==> src/shared/csel_map.svh <==
// Purpose: Offsets, reset values, field positions and timing counts
// Assumes: 200 MHz reference clock
// Notes:   Register index equals address on the register port
`ifndef CSEL_MAP_SVH
`define CSEL_MAP_SVH

`define CSEL_A_CMD        4'h0
`define CSEL_A_AIN1_TYPE  4'h1
`define CSEL_A_AIN2_TYPE  4'h2
`define CSEL_A_AIN2_FUNC  4'h3
`define CSEL_A_DIN1_FUNC  4'h4
`define CSEL_A_DIN2_FUNC  4'h5
`define CSEL_A_CYCLE      4'h6
`define CSEL_A_DELAY      4'h7
`define CSEL_A_BAKE_OFF   4'h8
`define CSEL_A_BAKE_RAMP  4'h9
`define CSEL_A_BAKE_CUR   4'ha
`define CSEL_A_PORT2      4'hb
`define CSEL_A_STATUS     4'hc
`define CSEL_A_AIN1_VAL   4'hd
`define CSEL_A_AIN2_VAL   4'he
`define CSEL_A_AUX_VOLT   4'hf

`define CSEL_CMD_SP_BIT   1
`define CSEL_CMD_EN_BIT   2
`define CSEL_CMD_IL_BIT   4
`define CSEL_CMD_MASK     16'h0016

`define CSEL_CYCLE_RST    8'h1e
`define CSEL_DELAY_RST    7'h3c
`define CSEL_DELAY_MAX    7'h5a
`define CSEL_MIN_RST      11'h001
`define CSEL_MIN_MAX      11'h7cf
`define CSEL_CUR_RST      14'h0000
`define CSEL_CUR_MAX      14'h270f
`define CSEL_PCT_MAX      10'h3e8

`define CSEL_CLK_PERIOD_PS 5000
`define CSEL_TICK_TIME_US  1000
`define CSEL_STEP_MS       50
`define CSEL_MINUTE_MS     60000

`endif

==> src/shared/csel_pkg.sv <==
// Purpose: Types for the control source select block
// Assumes: Nothing beyond the map header
// Notes:   Enum codes follow the stored register values
`default_nettype none
package csel_pkg;

    typedef enum logic [2:0] {
        DIN_ENABLE, DIN_VOLT_FB, DIN_LOC_REM, DIN_PHASE,
        DIN_SP_SEL, DIN_LOGGING, DIN_BAKEOUT
    } csel_din_func_t;

    typedef enum logic [1:0] {
        AIN_RSVD, AIN_VOLT_POT, AIN_4_20MA, AIN_0_20MA
    } csel_ain_type_t;

    typedef enum logic [1:0] {
        AIN2_ILIMIT, AIN2_FEEDBACK, AIN2_SET_POINT
    } csel_ain2_func_t;

    typedef struct packed {
        logic out_en;
        logic sp_local;
        logic sp_ain2;
        logic ilim_local;
        logic phase_angle;
        logic volt_fb;
        logic log_en;
        logic bake_en;
    } csel_ctrl_t;

endpackage
`default_nettype wire

==> src/rtl/csel_sync.sv <==
// Purpose: Two-stage synchroniser, one stage pair per bit
// Assumes: Inputs asynchronous to REF_CLK_I
// Notes:   First stage read only by the second
`timescale 1ns/1ps
`default_nettype none
module csel_sync #(
    parameter int W = 2
) (
    input  wire logic         clk_i,
    input  wire logic         rst_n_i,
    input  wire logic [W-1:0] d_i,
    output logic      [W-1:0] q_o
);
    genvar g;
    generate
        for (g = 0; g < W; g++) begin : g_bit
            logic meta_reg;
            logic sync_reg;
            always_ff @(posedge clk_i or negedge rst_n_i) begin
                if (!rst_n_i) begin
                    meta_reg <= 1'b0;
                    sync_reg <= 1'b0;
                end else begin
                    meta_reg <= d_i[g];
                    sync_reg <= meta_reg;
                end
            end
            assign q_o[g] = sync_reg;
        end
    endgenerate
endmodule
`default_nettype wire

==> src/rtl/csel_top.sv <==
// Purpose: Command word, input function selection and firing parameters
// Assumes: Register port driven by the serial protocol engine, same clock
// Notes:   Out-of-range writes leave the register unchanged; PORT2 stores bit 0 and the command word is masked
`timescale 1ns/1ps
`default_nettype none
`include "csel_map.svh"
module csel_top #(
    parameter int MS_CYCLES = `CSEL_TICK_TIME_US * 1000 * 1000 / `CSEL_CLK_PERIOD_PS
) (
    input  wire logic              REF_CLK_I,
    input  wire logic              RESET_N_I,
    input  wire logic              REG_WR_I,
    input  wire logic              REG_RD_I,
    input  wire logic [3:0]        REG_ADDR_I,
    input  wire logic [15:0]       REG_WDATA_I,
    output logic      [15:0]       REG_RDATA_O,
    output logic                   REG_RVALID_O,
    input  wire logic [1:0]        DIN_I,
    input  wire logic [9:0]        AIN1_VAL_I,
    input  wire logic [9:0]        AIN2_VAL_I,
    input  wire logic [9:0]        AUX_VOLT_I,
    output csel_pkg::csel_ctrl_t   CTRL_O,
    output csel_pkg::csel_ain2_func_t AIN2_FUNC_O,
    output csel_pkg::csel_ain_type_t  AIN1_TYPE_O,
    output csel_pkg::csel_ain_type_t  AIN2_TYPE_O,
    output logic [6:0]             DELAY_DEG_O,
    output logic [13:0]            BAKE_CUR_O,
    output logic                   CYCLE_START_O,
    output logic                   BAKE_REQ_O,
    output logic                   BAKE_DONE_O
);
    localparam int MSW = $clog2(MS_CYCLES);

    // ----------------------------------------
    // Registers
    // ----------------------------------------
    logic [15:0]                     cmd_reg;
    csel_pkg::csel_ain_type_t        ain1_type_reg;
    csel_pkg::csel_ain_type_t        ain2_type_reg;
    csel_pkg::csel_ain2_func_t       ain2_func_reg;
    csel_pkg::csel_din_func_t        din_func_reg [2];
    logic [7:0]                      cycle_reg;
    logic [6:0]                      delay_reg;
    logic [10:0]                     bake_off_reg;
    logic [10:0]                     bake_ramp_reg;
    logic [13:0]                     bake_cur_reg;
    logic                            port2_rw_reg;
    csel_pkg::csel_ctrl_t            ctrl_reg;
    csel_pkg::csel_ctrl_t            ctrl_next;
    logic [1:0]                      din_sync;

    csel_sync #(
        .W (2)
    ) u_sync (
        .clk_i   (REF_CLK_I),
        .rst_n_i (RESET_N_I),
        .d_i     (DIN_I),
        .q_o     (din_sync)
    );

    // ----------------------------------------
    // Write decode
    // ----------------------------------------
    wire wr_cmd   = REG_WR_I && REG_ADDR_I == `CSEL_A_CMD;
    wire wr_a1t   = REG_WR_I && REG_ADDR_I == `CSEL_A_AIN1_TYPE
                    && REG_WDATA_I[15:2] == 14'h0 && REG_WDATA_I[1:0] != 2'h0;
    wire wr_a2t   = REG_WR_I && REG_ADDR_I == `CSEL_A_AIN2_TYPE
                    && REG_WDATA_I[15:2] == 14'h0 && REG_WDATA_I[1:0] != 2'h0;
    wire wr_a2f   = REG_WR_I && REG_ADDR_I == `CSEL_A_AIN2_FUNC
                    && REG_WDATA_I < 16'h0003;
    wire fn_ok    = REG_WDATA_I < 16'h0007;
    wire wr_d1f   = REG_WR_I && REG_ADDR_I == `CSEL_A_DIN1_FUNC && fn_ok;
    wire wr_d2f   = REG_WR_I && REG_ADDR_I == `CSEL_A_DIN2_FUNC && fn_ok;
    wire wr_cyc   = REG_WR_I && REG_ADDR_I == `CSEL_A_CYCLE
                    && REG_WDATA_I[15:8] == 8'h0;
    wire wr_dly   = REG_WR_I && REG_ADDR_I == `CSEL_A_DELAY
                    && REG_WDATA_I <= {9'h0, `CSEL_DELAY_MAX};
    wire min_ok   = REG_WDATA_I != 16'h0 && REG_WDATA_I <= {5'h0, `CSEL_MIN_MAX};
    wire wr_boff  = REG_WR_I && REG_ADDR_I == `CSEL_A_BAKE_OFF && min_ok;
    wire wr_bramp = REG_WR_I && REG_ADDR_I == `CSEL_A_BAKE_RAMP && min_ok;
    wire wr_bcur  = REG_WR_I && REG_ADDR_I == `CSEL_A_BAKE_CUR
                    && REG_WDATA_I <= {2'h0, `CSEL_CUR_MAX};
    wire wr_p2    = REG_WR_I && REG_ADDR_I == `CSEL_A_PORT2;

    // Command bits other than 1, 2 and 4 have no function
    always_ff @(posedge REF_CLK_I or negedge RESET_N_I) begin
        if (!RESET_N_I) begin
            cmd_reg <= 16'h0000;
        end else if (wr_cmd) begin
            cmd_reg <= REG_WDATA_I & `CSEL_CMD_MASK;
        end
    end

    always_ff @(posedge REF_CLK_I or negedge RESET_N_I) begin
        if (!RESET_N_I) begin
            ain1_type_reg <= csel_pkg::AIN_VOLT_POT;
            ain2_type_reg <= csel_pkg::AIN_VOLT_POT;
        end else begin
            if (wr_a1t) ain1_type_reg <= csel_pkg::csel_ain_type_t'(REG_WDATA_I[1:0]);
            if (wr_a2t) ain2_type_reg <= csel_pkg::csel_ain_type_t'(REG_WDATA_I[1:0]);
        end
    end

    always_ff @(posedge REF_CLK_I or negedge RESET_N_I) begin
        if (!RESET_N_I) begin
            din_func_reg[0] <= csel_pkg::DIN_VOLT_FB;
            din_func_reg[1] <= csel_pkg::DIN_ENABLE;
            ain2_func_reg   <= csel_pkg::AIN2_ILIMIT;
        end else begin
            if (wr_d1f) din_func_reg[0] <= csel_pkg::csel_din_func_t'(REG_WDATA_I[2:0]);
            if (wr_d2f) din_func_reg[1] <= csel_pkg::csel_din_func_t'(REG_WDATA_I[2:0]);
            if (wr_a2f) ain2_func_reg <= csel_pkg::csel_ain2_func_t'(REG_WDATA_I[1:0]);
        end
    end

    always_ff @(posedge REF_CLK_I or negedge RESET_N_I) begin
        if (!RESET_N_I) begin
            cycle_reg     <= `CSEL_CYCLE_RST;
            delay_reg     <= `CSEL_DELAY_RST;
            bake_off_reg  <= `CSEL_MIN_RST;
            bake_ramp_reg <= `CSEL_MIN_RST;
            bake_cur_reg  <= `CSEL_CUR_RST;
            port2_rw_reg  <= 1'b0;
        end else begin
            if (wr_cyc)   cycle_reg     <= REG_WDATA_I[7:0];
            if (wr_dly)   delay_reg     <= REG_WDATA_I[6:0];
            if (wr_boff)  bake_off_reg  <= REG_WDATA_I[10:0];
            if (wr_bramp) bake_ramp_reg <= REG_WDATA_I[10:0];
            if (wr_bcur)  bake_cur_reg  <= REG_WDATA_I[13:0];
            if (wr_p2)    port2_rw_reg  <= REG_WDATA_I[0];
        end
    end

    // ----------------------------------------
    // Function resolution
    // ----------------------------------------
    logic [6:0] fn_asg;
    logic [6:0] fn_on;
    genvar f;
    generate
        for (f = 0; f < 7; f++) begin : g_fn
            wire h0 = din_func_reg[0] == csel_pkg::csel_din_func_t'(f);
            wire h1 = din_func_reg[1] == csel_pkg::csel_din_func_t'(f);
            assign fn_asg[f] = h0 | h1;
            assign fn_on[f]  = (h0 & din_sync[0]) | (h1 & din_sync[1]);
        end
    endgenerate

    wire cmd_sp = cmd_reg[`CSEL_CMD_SP_BIT];
    wire cmd_en = cmd_reg[`CSEL_CMD_EN_BIT];
    wire en_asg = fn_asg[csel_pkg::DIN_ENABLE];
    wire en_on  = fn_on[csel_pkg::DIN_ENABLE];
    wire lr_asg = fn_asg[csel_pkg::DIN_LOC_REM];
    wire lr_on  = fn_on[csel_pkg::DIN_LOC_REM];

    wire en_res = port2_rw_reg ? (cmd_en & (~en_asg | en_on))
                               : (en_asg ? en_on : cmd_en);
    wire sp_res = (port2_rw_reg | ~lr_asg) ? cmd_sp : lr_on;

    always_comb begin
        ctrl_next             = '0;
        ctrl_next.out_en      = en_res;
        ctrl_next.sp_local    = sp_res;
        ctrl_next.sp_ain2     = fn_on[csel_pkg::DIN_SP_SEL];
        ctrl_next.ilim_local  = cmd_reg[`CSEL_CMD_IL_BIT];
        ctrl_next.phase_angle = fn_on[csel_pkg::DIN_PHASE];
        ctrl_next.volt_fb     = fn_on[csel_pkg::DIN_VOLT_FB];
        ctrl_next.log_en      = fn_on[csel_pkg::DIN_LOGGING];
        ctrl_next.bake_en     = fn_on[csel_pkg::DIN_BAKEOUT];
    end

    always_ff @(posedge REF_CLK_I or negedge RESET_N_I) begin
        if (!RESET_N_I) begin
            ctrl_reg <= '0;
        end else begin
            ctrl_reg <= ctrl_next;
        end
    end

    // ----------------------------------------
    // Time base
    // ----------------------------------------
    // One shared millisecond prescaler keeps all slow timers cheap
    logic [MSW-1:0] ms_cnt_reg;
    logic [5:0]     step_cnt_reg;
    logic [15:0]    min_cnt_reg;
    logic [8:0]     cyc_cnt_reg;
    wire ms_tick   = ms_cnt_reg == MSW'(MS_CYCLES - 1);
    wire step_tick = ms_tick && step_cnt_reg == 6'(`CSEL_STEP_MS - 1);
    wire min_tick  = ms_tick && min_cnt_reg == 16'(`CSEL_MINUTE_MS - 1);
    // period in 50 ms steps; zero gives one step
    wire cyc_done  = step_tick && (cyc_cnt_reg + 9'h001 >= {1'b0, cycle_reg});

    always_ff @(posedge REF_CLK_I or negedge RESET_N_I) begin
        if (!RESET_N_I) begin
            ms_cnt_reg   <= '0;
            step_cnt_reg <= 6'h00;
            min_cnt_reg  <= 16'h0000;
            cyc_cnt_reg  <= 9'h000;
        end else begin
            ms_cnt_reg <= ms_tick ? '0 : ms_cnt_reg + MSW'(1);
            if (ms_tick) begin
                step_cnt_reg <= step_tick ? 6'h00 : step_cnt_reg + 6'h01;
                min_cnt_reg  <= min_tick ? 16'h0000 : min_cnt_reg + 16'h0001;
            end
            if (cyc_done) begin
                cyc_cnt_reg <= 9'h000;
            end else if (step_tick) begin
                cyc_cnt_reg <= cyc_cnt_reg + 9'h001;
            end
        end
    end

    // ----------------------------------------
    // Bakeout
    // ----------------------------------------
    logic [10:0] off_min_reg;
    logic [10:0] ramp_min_reg;
    logic        bake_req_reg;
    logic        bake_done_reg;
    wire ramp_run  = bake_req_reg & ctrl_reg.out_en & ctrl_reg.bake_en;
    wire ramp_end  = ramp_run && ramp_min_reg >= bake_ramp_reg;
    wire req_set   = ~ctrl_reg.out_en && off_min_reg > bake_off_reg;

    always_ff @(posedge REF_CLK_I or negedge RESET_N_I) begin
        if (!RESET_N_I) begin
            off_min_reg   <= 11'h000;
            ramp_min_reg  <= 11'h000;
            bake_req_reg  <= 1'b0;
            bake_done_reg <= 1'b0;
        end else begin
            if (ctrl_reg.out_en) begin
                off_min_reg <= 11'h000;
            end else if (min_tick && off_min_reg != 11'h7ff) begin
                off_min_reg <= off_min_reg + 11'h001;
            end
            if (!ramp_run) begin
                ramp_min_reg <= 11'h000;
            end else if (min_tick && !ramp_end) begin
                ramp_min_reg <= ramp_min_reg + 11'h001;
            end
            // Set wins over the ramp-end clear
            bake_req_reg  <= req_set | (bake_req_reg & ~ramp_end);
            bake_done_reg <= ramp_end;
        end
    end

    // ----------------------------------------
    // Read path
    // ----------------------------------------
    // AIN1 and AIN2 readings clamp at 100.0 percent; AUX_VOLT_I is not clamped
    wire [9:0] a1_pct = AIN1_VAL_I > `CSEL_PCT_MAX ? `CSEL_PCT_MAX : AIN1_VAL_I;
    wire [9:0] a2_pct = AIN2_VAL_I > `CSEL_PCT_MAX ? `CSEL_PCT_MAX : AIN2_VAL_I;
    logic [15:0] rd_mux;
    always_comb begin
        unique case (REG_ADDR_I)
            `CSEL_A_CMD:       rd_mux = cmd_reg;
            `CSEL_A_AIN1_TYPE: rd_mux = {14'h0, ain1_type_reg};
            `CSEL_A_AIN2_TYPE: rd_mux = {14'h0, ain2_type_reg};
            `CSEL_A_AIN2_FUNC: rd_mux = {14'h0, ain2_func_reg};
            `CSEL_A_DIN1_FUNC: rd_mux = {13'h0, din_func_reg[0]};
            `CSEL_A_DIN2_FUNC: rd_mux = {13'h0, din_func_reg[1]};
            `CSEL_A_CYCLE:     rd_mux = {8'h0, cycle_reg};
            `CSEL_A_DELAY:     rd_mux = {9'h0, delay_reg};
            `CSEL_A_BAKE_OFF:  rd_mux = {5'h0, bake_off_reg};
            `CSEL_A_BAKE_RAMP: rd_mux = {5'h0, bake_ramp_reg};
            `CSEL_A_BAKE_CUR:  rd_mux = {2'h0, bake_cur_reg};
            `CSEL_A_PORT2:     rd_mux = {15'h0, port2_rw_reg};
            `CSEL_A_STATUS:    rd_mux = {12'h0, bake_req_reg, ctrl_reg.out_en, din_sync};
            `CSEL_A_AIN1_VAL:  rd_mux = {6'h0, a1_pct};
            `CSEL_A_AIN2_VAL:  rd_mux = {6'h0, a2_pct};
            `CSEL_A_AUX_VOLT:  rd_mux = {6'h0, AUX_VOLT_I};
        endcase
    end

    always_ff @(posedge REF_CLK_I or negedge RESET_N_I) begin
        if (!RESET_N_I) begin
            REG_RDATA_O  <= 16'h0000;
            REG_RVALID_O <= 1'b0;
        end else begin
            REG_RVALID_O <= REG_RD_I;
            if (REG_RD_I) REG_RDATA_O <= rd_mux;
        end
    end

    // ----------------------------------------
    // Outputs
    // ----------------------------------------
    // out_en carries the resolved enable; of the other outputs only BAKE_REQ_O, BAKE_DONE_O and the STATUS read data depend on it
    assign CTRL_O        = ctrl_reg;
    assign AIN2_FUNC_O   = ain2_func_reg;
    assign AIN1_TYPE_O   = ain1_type_reg;
    assign AIN2_TYPE_O   = ain2_type_reg;
    assign DELAY_DEG_O   = delay_reg;
    assign BAKE_CUR_O    = bake_cur_reg;
    assign CYCLE_START_O = cyc_done;
    assign BAKE_REQ_O    = bake_req_reg;
    assign BAKE_DONE_O   = bake_done_reg;
endmodule
`default_nettype wire

==> config.mk <==
export PLATFORM = sky130hd
export DESIGN_NAME = csel_top
export DESIGN_NICKNAME = d
export VERILOG_FILES = /design/src/shared/csel_pkg.sv /design/src/rtl/csel_sync.sv /design/src/rtl/csel_top.sv
export VERILOG_INCLUDE_DIRS = /design/src /design/src/shared
export SDC_FILE = /design/constraint.sdc
export NUM_CORES = 1
export LEC_CHECK = 0
export BUFFER_PORTS_ARGS = -buffer_cell sky130_fd_sc_hd__buf_2
export CAP_MARGIN = 15
export CORE_ASPECT_RATIO = 0.75
export CORE_MARGIN = 2
export CORE_UTILIZATION = 45
export DETAILED_ROUTE_END_ITERATION = 16
export PLACE_DENSITY = 0.67
export RECOVER_POWER = 100
export SLEW_MARGIN = 25
export SYNTH_ARGS = -nofsm -noshare
export SYNTH_HDL_FRONTEND = slang
export SYNTH_SLANG_ARGS = --single-unit
==> constraint.sdc <==
create_clock -name REF_CLK_I -period 2.2 [get_ports REF_CLK_I]
set_input_delay 0.11 -clock REF_CLK_I [delete_from_list [all_inputs] [get_ports REF_CLK_I]]
set_output_delay 0.11 -clock REF_CLK_I [all_outputs]
set_load 0.03 [all_outputs]
# ---- Yosys cells after proc, flatten, opt, wreduce, memory -nomap -nowiden
# Cells that the tools add are included.
dict set report op_classes {
  div 0
  magnitude_cmp 10
  muxes 15
  multipliers 0
  n_bitwise 34
  n_eq_ne 32
  shifts 0
  n_reduce_logical 42
  add_sub_neg 6
}
# operator n
set ops {}
lappend ops {{case mux 16 bit (16 select lines)} 1}
lappend ops {{2-to-1 mux 11 bit} 4}
lappend ops {{equality test 4 bit (second input constant)} 8}
lappend ops {{logical AND 1 bit} 32}
lappend ops {{adder 11 x 1 -> 11 bit (second input constant)} 2}
lappend ops {{> comparator 10 bit (second input constant)} 2}
lappend ops {{2-to-1 mux 10 bit} 2}
lappend ops {{adder 18 x 1 -> 18 bit (second input constant)} 1}
lappend ops {{bitwise AND 1 bit} 18}
lappend ops {{equality test 18 bit (second input constant)} 1}
lappend ops {{equality test 3 bit (second input constant)} 6}
lappend ops {{2-to-1 mux 18 bit} 1}
lappend ops {{2-to-1 mux 9 bit} 2}
lappend ops {{adder 16 x 1 -> 16 bit (second input constant)} 1}
lappend ops {{equality test 16 bit (second input constant)} 1}
lappend ops {{equality test 4 x 3 -> 1 bit (second input constant)} 4}
lappend ops {{less-or-equal comparator 16 x 11 -> 1 bit (second input constant)} 1}
lappend ops {{less-or-equal comparator 16 x 14 -> 1 bit (second input constant)} 1}
lappend ops {{less-or-equal comparator 16 x 7 -> 1 bit (second input constant)} 1}
lappend ops {{< comparator 16 x 2 -> 1 bit (second input constant)} 1}
lappend ops {{< comparator 16 x 3 -> 1 bit (second input constant)} 1}
lappend ops {{2-to-1 mux 16 bit} 1}
lappend ops {{nonzero test 16 bit} 1}
lappend ops {{logical NOT 14 bit} 1}
lappend ops {{other kinds (21)} 45}
dict set report word_totals {
  wordCells 173
  rom_bits 0
  out_inout_bits 55
  latch_bits 0
  mem_bits_rw 0
  n_memories 0
  ff_bits 169
  inputBits 56
}

# ---- Depth between registers and ports, before layout
# Gate-level depths: netlist of the first run.
dict set report logic_depth {
  depth_word 7
  ltp_mapped 10
  depth_no_buf 10
}

# ---- Modules after synthesis
# From an unflattened synthesis of the first run, not the netlist that was laid out.
dict set report hier_totals {
  hier_cells 959
  hier_area_um2 9591.7
}
# module cells_each seq_area_each_um2 area_each_um2 instances
set by_module_without_submodules {}
lappend by_module_without_submodules {csel_top 953 4095.2 9476.6 1}
lappend by_module_without_submodules {csel_sync 6 100.1 115.1 1}

# ---- Worst setup path after synthesis of the first run
# No wires, ideal clock.
dict set report synth_path {
  kind {register -> output}
  start {register cyc_cnt_reg[0]}
  end {output CYCLE_START_O}
  slack_ns -0.225
  arrival_ns 2.315
  stages_incl_launch_ff 11
  required_time_ns 2.090
  path_cell_list {dfrtp_1 ha_1 nand4_1 or3_1 nand2_1 ha_1 o21ai_0 nor2_1 a21oi_1 and2_1 nor2_1}
}
dict set report synth_between {
  elab_chain_len 3
}
# element line_no
set synth_lines {}
lappend synth_lines {{start, declared} csel_top.sv:187} ;# logic [8:0] cyc_cnt_reg;
lappend synth_lines {{start signal, assigned} csel_top.sv:209} ;# cyc_cnt_reg <= cyc_cnt_reg + 9'h001;
lappend synth_lines {{adder 9 x 1 -> 9 bit} csel_top.sv:192} ;# wire cyc_done = step_tick && (cyc_cnt_reg + 9'h001 >= {1'b0, cycle_reg});
lappend synth_lines {{greater-or-equal comparator 9 x 8 -> 1 bit} csel_top.sv:192}
lappend synth_lines {{logical AND 1 bit} csel_top.sv:192}
lappend synth_lines {{end, declared} csel_top.sv:28} ;# output logic CYCLE_START_O,
# No other way between the ends.

# ---- Worst setup path after layout of the first run
dict set report layout_path {
  start {register cyc_cnt_reg[1]}
  end {output CYCLE_START_O}
}
# The elaborated chain is that of the path after synthesis.

==> results.cfg, run 1 <==
[outcome]
status = complete, but fails checks
violations = capacitance limit, slew limit, setup timing

[final_layout]
instances_no_fill = 1441
area_growth_pct = 26.24
n_antenna_cell = 0
largest_reg_flops = 18
layout-drive-gt1-share_pct = 27.01
nNetsFinal = 1239
utilization_pct = 58.13

[die]
rows = 45
die_w_um = 170.5
die_h_um = 128.9
floorplan.initialDensity_pct = 46.04
die_area_mm2 = 0.02198
core_area_mm2 = 0.02033
io_pins = 111

[power_and_ir_drop]
ir_drop_mv = 0.5390
pwr-share-seq_pct = 46.4
switching_power_mw = 2.054
pwr-share-clk_pct = 41.7
cellPowerDensity_mw_per_mm2 = 595.8
p_sw_share_pct = 29.18
leakage_nw = 5.142
internal_power_mw = 4.985
pwr-share-comb_pct = 12.0

[timing]
finalHoldViolCount = 0
worst_slew_pin_slew_ps = 1627
max-slew-margin-rel_pct = -8.445
clock.fmax_mhz = 388.6
rsz0062_at_grt = yes
fin_hold_ws_ps = 32.42
period_minus_slack_ps = 2574
finalClockSkew_ps = 11.81
slew_viol_final = 63
finalSetupViolCount = 20
setup_ws_ps = -373.6
post-route-period-util_pct = 117.0

[critical_path]
r2r_cells = 12
worst_setup_path_end_kind = output pin
rr_startpoint = cyc_cnt_reg[4]
slowest_delay_ps = 410
setup.worst_path.class = flip-flop to output pin
arrival_ps = 2460
required_ps = 2090
crit_start = cyc_cnt_reg[1]
cp-endpoint = CYCLE_START_O
critPathMaxFanout = 2
critPathSlowestCell = or3_4
crit_path_start_kind = flip-flop
reg2reg_to = cyc_cnt_reg[7]
r2r_setup_slack_ps = -110
critical_path.cell_chain = ha_4, nand4_1, or3_4, nand2_4, ha_4, o21ai_4, a21oi_2, a21oi_2, and2_4, nor2_2, buf_6

[place]
io_buffers = 108
post-dp-hpwl_mm = 19.53
dp.cells = 1378
gp_congestion = 0.9283
pre_cts_slack_ps = -68.73

[cts]
cts_buffers = 17
htreeDepth = 4
cts_tree = done
insertion_delay_ps = 430
clk_path_buf_depth = 2
clock-sinks = 167
root_buffer = clkbuf_16
path_clk_slew_ps = 70

[synthesis]
synth_commonest_cells = dfrtp_1 (154), nand2_1 (73), mux2_2 (63)
ys_seq_area_share_pct = 44.83
synth_edf_count = 0
ys_top_cells_by_area = dfrtp_1 (41%), mux2_2 (7.6%), ha_1 (4.9%)
synth_top_area_share_pct = 41.18
yosysMostFrequentCell = dfrtp_1
ys_types = 73
synth_ff_type = dfrtp_1
synth_area_leader_cell = dfrtp_1
ys_async_sr_fraction_pct = 100.0
synthCells = 945
syn_area_per_cell_um2 = 9.904
synth.cell_area_mm2 = 0.009359
synth-seq-cells = 167
synth_warnings = 0

[detailed_routing]
firstDrtPassIters = 6
postRouteAntennaNets = 0
drt_drc_violations_left = 0
drt-vias-per-instance = 5.793
wl_per_cell_um = 19.00
num_vias = 8347
routed_wl_mm = 27.38
drt-initial-drc-count = 769

[hold_path]
hp-start = REG_WDATA_I[9]
hold_class = input port to flip-flop

[global_routing]
antenna_found_initial = 0
grt_pass1_vias = 7955
grt_first_pass_wirelength_mm = 42.88
grt_max_degree = 63
grtUsageTotal_pct = 25.05
overflow = 0

[job]
drv_cap = 1
logic make-up (layout without fill, tap and decap cells):
group	count (synthesis)	in the layout	synth area share [%]
other cells	1	2	0.04007
flops	167	167	44.83
compound gates	188	188	13.64
xor+xnor	28	28	2.620
simple gates	348	348	20.36
fa+ha+maj	37	37	4.946
buf+inv	94	307	3.957
mux	82	82	9.612
routing by layer:
layer  part of all wire, %  global-route usage, %
met1                    49                  38.73
met2                    42                  34.98
met3                   8.1                  7.044
met4                  0.77                  4.424
met5                     0                      0
layout by cell type, fill, tap and decap left out, types with 8 or more instances in the layout:
master and n:
and2_1 9, clkbuf_1 64, o22ai_1 8, and3_1 18, buf_4 85, dfrtp_1 153, dlygate4sd3_1 8, nand4_1 19
ha_1 33, nand3_1 59, mux2_2 63, dfstp_2 13, mux2i_1 19, xnor2_1 18, o211ai_1 9, nor2_1 50
clkbuf_16 17, nand2_1 72, buf_2 54, o21ai_0 42, a31oi_1 8, nor4_4 10, or3_1 13, xor2_1 9
a21oi_1 29, nor2b_1 10, nand2b_1 18, inv_1 50, o31ai_1 16
area by class of cell:
cell class / count / area [um^2]
clock buffer: 18 / 439.2
timing repair buffer: 225 / 1366
multi-input combinational: 685 / 5137
sequential: 167 / 4197
clock inverter: 14 / 135.1
inverter: 50 / 187.7
tap: 282 / 352.8
fill: 1732 / 8511
power groups by stage:
stage	Combinational, mW	Sequential [mW]	Clock [mW]
2_1_floorplan	0.293	3.42	0
3_3_place_gp	0.778	3.32	0
3_5_place_dp	0.785	3.32	0
4_1_cts	0.803	3.26	2.98
5_1_grt	0.902	3.27	3.13
6_report	0.842	3.26	2.93
repair_timing:
action / 4_1_cts / 5_1_grt
resized for setup: 24 / 40
setup endpoints to repair: 17 / 32
pin swaps: 7 / 18
hold buffers: 7 / 1
hold endpoints to repair: 57 / 1
buffers inserted: 6 / 17
cloned: 1 / 0
stage by stage:
stage,power (mW),instance area (um^2),setup TNS [ps]
floorplan,3.712,9385,0
global placement,4.094,10790,-54.88
detailed placement,4.100,10790,-272.8
CTS,7.043,11580,-380.3
global route,7.306,11820,-5456
finish,7.040,11820,-1595
worst min-delay path by stage:
| stage | end | slack, ps | cells after the start |
|---|---|---|---|
| global route | BAKE_CUR_O[9] | 20 | 2 |
| CTS | BAKE_CUR_O[9] | 10 | 2 |
| global placement | u_sync.g_bit[0].sync_reg | 140 | 1 |
| finish | BAKE_CUR_O[9] | 30 | 2 |
| floorplan | AIN1_TYPE_O[1] | -190 | 0 |
| detailed placement | u_sync.g_bit[0].meta_reg | 150 | 1 |
worst max-delay path: cells and delay by family (launching register included):
family	cells	cell delay, ps
adders and majority gates	2	340
AOI/OAI and AO/OA	3	360
and+or+nand+nor	5	810
buffers and inverters	1	150
DFF	1	380
Power figures use the tool's default switching activity.
==> inputs of run 2 (changes only) <==
--- a/config.mk
+++ b/config.mk
@@ -6,13 +6,14 @@
 export SDC_FILE = /design/constraint.sdc
 export NUM_CORES = 1
 export LEC_CHECK = 0
+export ABC_AREA = 1
 export BUFFER_PORTS_ARGS = -buffer_cell sky130_fd_sc_hd__buf_2
 export CAP_MARGIN = 15
 export CORE_ASPECT_RATIO = 0.75
 export CORE_MARGIN = 2
 export CORE_UTILIZATION = 45
 export DETAILED_ROUTE_END_ITERATION = 16
-export PLACE_DENSITY = 0.67
+export PLACE_DENSITY = 0.66
 export RECOVER_POWER = 100
 export SLEW_MARGIN = 25
 export SYNTH_ARGS = -nofsm -noshare
==> run 2 against run 1 <==
Net effect: the flow finishes with violations (setup timing); critical path type unchanged; register-to-register slack improved by 150 ps; critical endpoint unchanged; fmax rose by 1.0%; clock skew rose by 0.68 ps; largest cell class unchanged; sequential share of layout area rose by 0.81 points.
==> results.cfg, run 2 <==
[global_routing]
grt_pass1_vias = 8708
overflow = 0
grtUsageTotal_pct = 24.53
grt_max_degree = 64
grt_first_pass_wirelength_mm = 45.17
antenna_found_initial = 0

[cts]
clock-sinks = 167
root_buffer = clkbuf_16
insertion_delay_ps = 440
htreeDepth = 4
clk_path_buf_depth = 2
cts_buffers = 17
path_clk_slew_ps = 70
cts_tree = done

[critical_path]
critical_path.cell_chain = buf_6, nand3_4, nor2_4, nand2_2, xor2_1, inv_1, ha_1, nand2_1, inv_2, nand3_2, nor3_2, nor2_2, a21oi_4, buf_6
setup.worst_path.class = flip-flop to output pin
critPathTopFamily = simple AND/OR/NAND/NOR gates
crit_path_start_kind = flip-flop
cp_common_cell = buf_6
required_ps = 2090
rr_startpoint = cyc_cnt_reg[0]
reg2reg_to = cyc_cnt_reg[4]
slowest_delay_ps = 410
critPathSlowestCell = dfrtp_2
worst_setup_path_end_kind = output pin
r2r_cells = 15
critical_path_buf_inv_count = 4
r2r_setup_slack_ps = 40
arrival_ps = 2440
critPathMaxFanout = 3

[timing]
finalSetupViolCount = 1
setup_ws_ps = -347.1
clock.fmax_mhz = 392.6
finalHoldViolCount = 0
max-slew-margin-rel_pct = 16.56
slew_viol_final = 0
rsz0062_at_grt = yes
period_minus_slack_ps = 2547
post-route-period-util_pct = 115.8
finalSetupTns_ps = -347.1
finalClockSkew_ps = 12.49
worst_slew_pin_slew_ps = 1252

[power_and_ir_drop]
cellPowerDensity_mw_per_mm2 = 626.4
pwr-share-seq_pct = 45.3
ir_drop_mv = 0.5386
leakage_nw = 5.738
switching_power_mw = 2.031
internal_power_mw = 5.205
pwr-share-comb_pct = 10.8
pwr-share-clk_pct = 43.9
p_sw_share_pct = 28.06

[die]
core_area_mm2 = 0.02118
die_w_um = 174.0
floorplan.initialDensity_pct = 46.05
die_h_um = 131.5
rows = 46
die_area_mm2 = 0.02288
io_pins = 111

[synthesis]
ys_top_cells_by_area = dfrtp_1 (40%), nand2_1 (15%), inv_1 (6.2%)
synth-seq-cells = 167
ys_async_sr_fraction_pct = 100.0
synth_edf_count = 0
synth_warnings = 0
ys_types = 46
synthCells = 1299
synth_top_area_share_pct = 39.51
ys_seq_area_share_pct = 43.01
syn_area_per_cell_um2 = 7.509
synth_ff_type = dfrtp_1
synth_area_leader_cell = dfrtp_1
synth_commonest_cells = nand2_1 (389), inv_1 (162), dfrtp_1 (154)
synth.cell_area_mm2 = 0.009754
yosysMostFrequentCell = nand2_1

[final_layout]
final_cell_mix = nand2_1 (385), inv_1 (162), dfrtp_1 (153), nor2_1 (102), o21ai_0 (95)
n_antenna_cell = 0
nNetsFinal = 1549
layout_commonest_cell = nand2_1
layout-drive-gt1-share_pct = 11.91
fin_area_mm2 = 0.01155
area_growth_pct = 18.42
largest_reg_flops = 18

[detailed_routing]
firstDrtPassIters = 6
wl_per_cell_um = 15.53
postRouteAntennaNets = 0
drt-vias-per-instance = 5.244
drt_drc_violations_left = 0
num_vias = 9214
routed_wl_mm = 27.29
drt-initial-drc-count = 817

[place]
post-dp-hpwl_mm = 20.32
pre_cts_slack_ps = -58.63
io_buffers = 108
gp_congestion = 0.9905
placed_area_mm2 = 0.01081

[job]
drv_cap = 0

[hold_path]
hold_class = input port to flip-flop
hp-start = REG_WDATA_I[10]
hold_end = bake_ramp_reg[10]
hold-path-cell-count = 3

[outcome]
status = complete, but fails checks
violations = setup timing
[run 2: changes by cell type after synthesis, moves of 19 or more]
cell | before | now
nand4_1 | 19 | 54
mux2i_1 | 19 | 0
mux2_2 | 63 | 0
nor3_1 | 7 | 29
o21ai_0 | 45 | 85
xor2_1 | 10 | 33
nor2_1 | 52 | 103
nand2_1 | 73 | 389
clkbuf_1 | 36 | 5
and3_1 | 20 | 0
inv_1 | 50 | 162
nand3_1 | 62 | 94
[run 2: how the worst max path moves through the flow]
stage,cells past startpoint,start,endpoint,slack (ps)
after floorplan,12,cyc_cnt_reg[0],CYCLE_START_O,50
after global placement,13,cyc_cnt_reg[0],CYCLE_START_O,-20
after CTS,13,cyc_cnt_reg[0],CYCLE_START_O,-370
after detailed placement,13,cyc_cnt_reg[0],CYCLE_START_O,-60
final,14,cyc_cnt_reg[0],CYCLE_START_O,-350
after global routing,13,cyc_cnt_reg[1],CYCLE_START_O,-480
[run 2: layout make-up]
| cell class | count | area, um^2 |
|---|---|---|
| inverter | 166 | 623.1 |
| clock buffer | 17 | 425.4 |
| timing repair buffer | 164 | 937.1 |
| multi-input combinational | 940 | 4821 |
| clock inverter | 15 | 187.7 |
| tap | 288 | 360.3 |
| sequential | 167 | 4197 |
| fill | 2099 | 9629 |
[run 2: cells by family after synthesis]
family | share of synthesized area (%)
adder cells (fa/ha/maj) | 4.746
AND/OR/NAND/NOR | 31.63
XOR/XNOR | 3.502
flip-flops | 43.01
other | 0.03844
buffers and inverters | 8.338
AO/OA/AOI/OAI | 8.735
[run 2: what timing repair did]
action                                  4_1_cts  5_1_grt
hold buffers                                 16        0
setup buffers                                 4        3
endpoints found under the hold margin        64        0
pin swaps                                     8        6
endpoints found under the setup margin        9       11
resized for setup                            13       12
[run 2: per-layer routing]
metal  vias up  wire length (um)  global-route usage [%]
met5         -                 0                       0
met4         0               281                   5.042
met3        24              2130                   5.613
met2       285             11560                   35.37
met1      4362             13320                   37.39
li1       4543                 -                       -
[run 2: power groups by stage]
stage	combinational (mW)	sequential (mW)	clock [mW]
2_1_floorplan	0.271	3.48	0
3_3_place_gp	0.779	3.33	0
3_5_place_dp	0.787	3.33	0
4_1_cts	0.811	3.27	3.22
5_1_grt	0.857	3.29	3.34
6_report	0.779	3.28	3.18
[run 2: through the flow]
| step | total power, mW | hold slack, ps | cells | util [%] |
|---|---|---|---|---|
| after global routing | 7.491 | 16.82 | 1757 | 54.54 |
| final | 7.236 | 11.87 | 1757 | 54.54 |
| after CTS | 7.302 | 2.782 | 1754 | 55.04 |
| after global placement | 4.107 | 89.67 | 1702 | 51.05 |
| after detailed placement | 4.117 | 91.49 | 1702 | 51.05 |
| after floorplan | 3.756 | -185.6 | 1300 | - |
[run 2: tightest hold or removal path, cell delays in order]
cell and delay [ps]:
buf_2 90, inv_1 80, o21ai_2 130
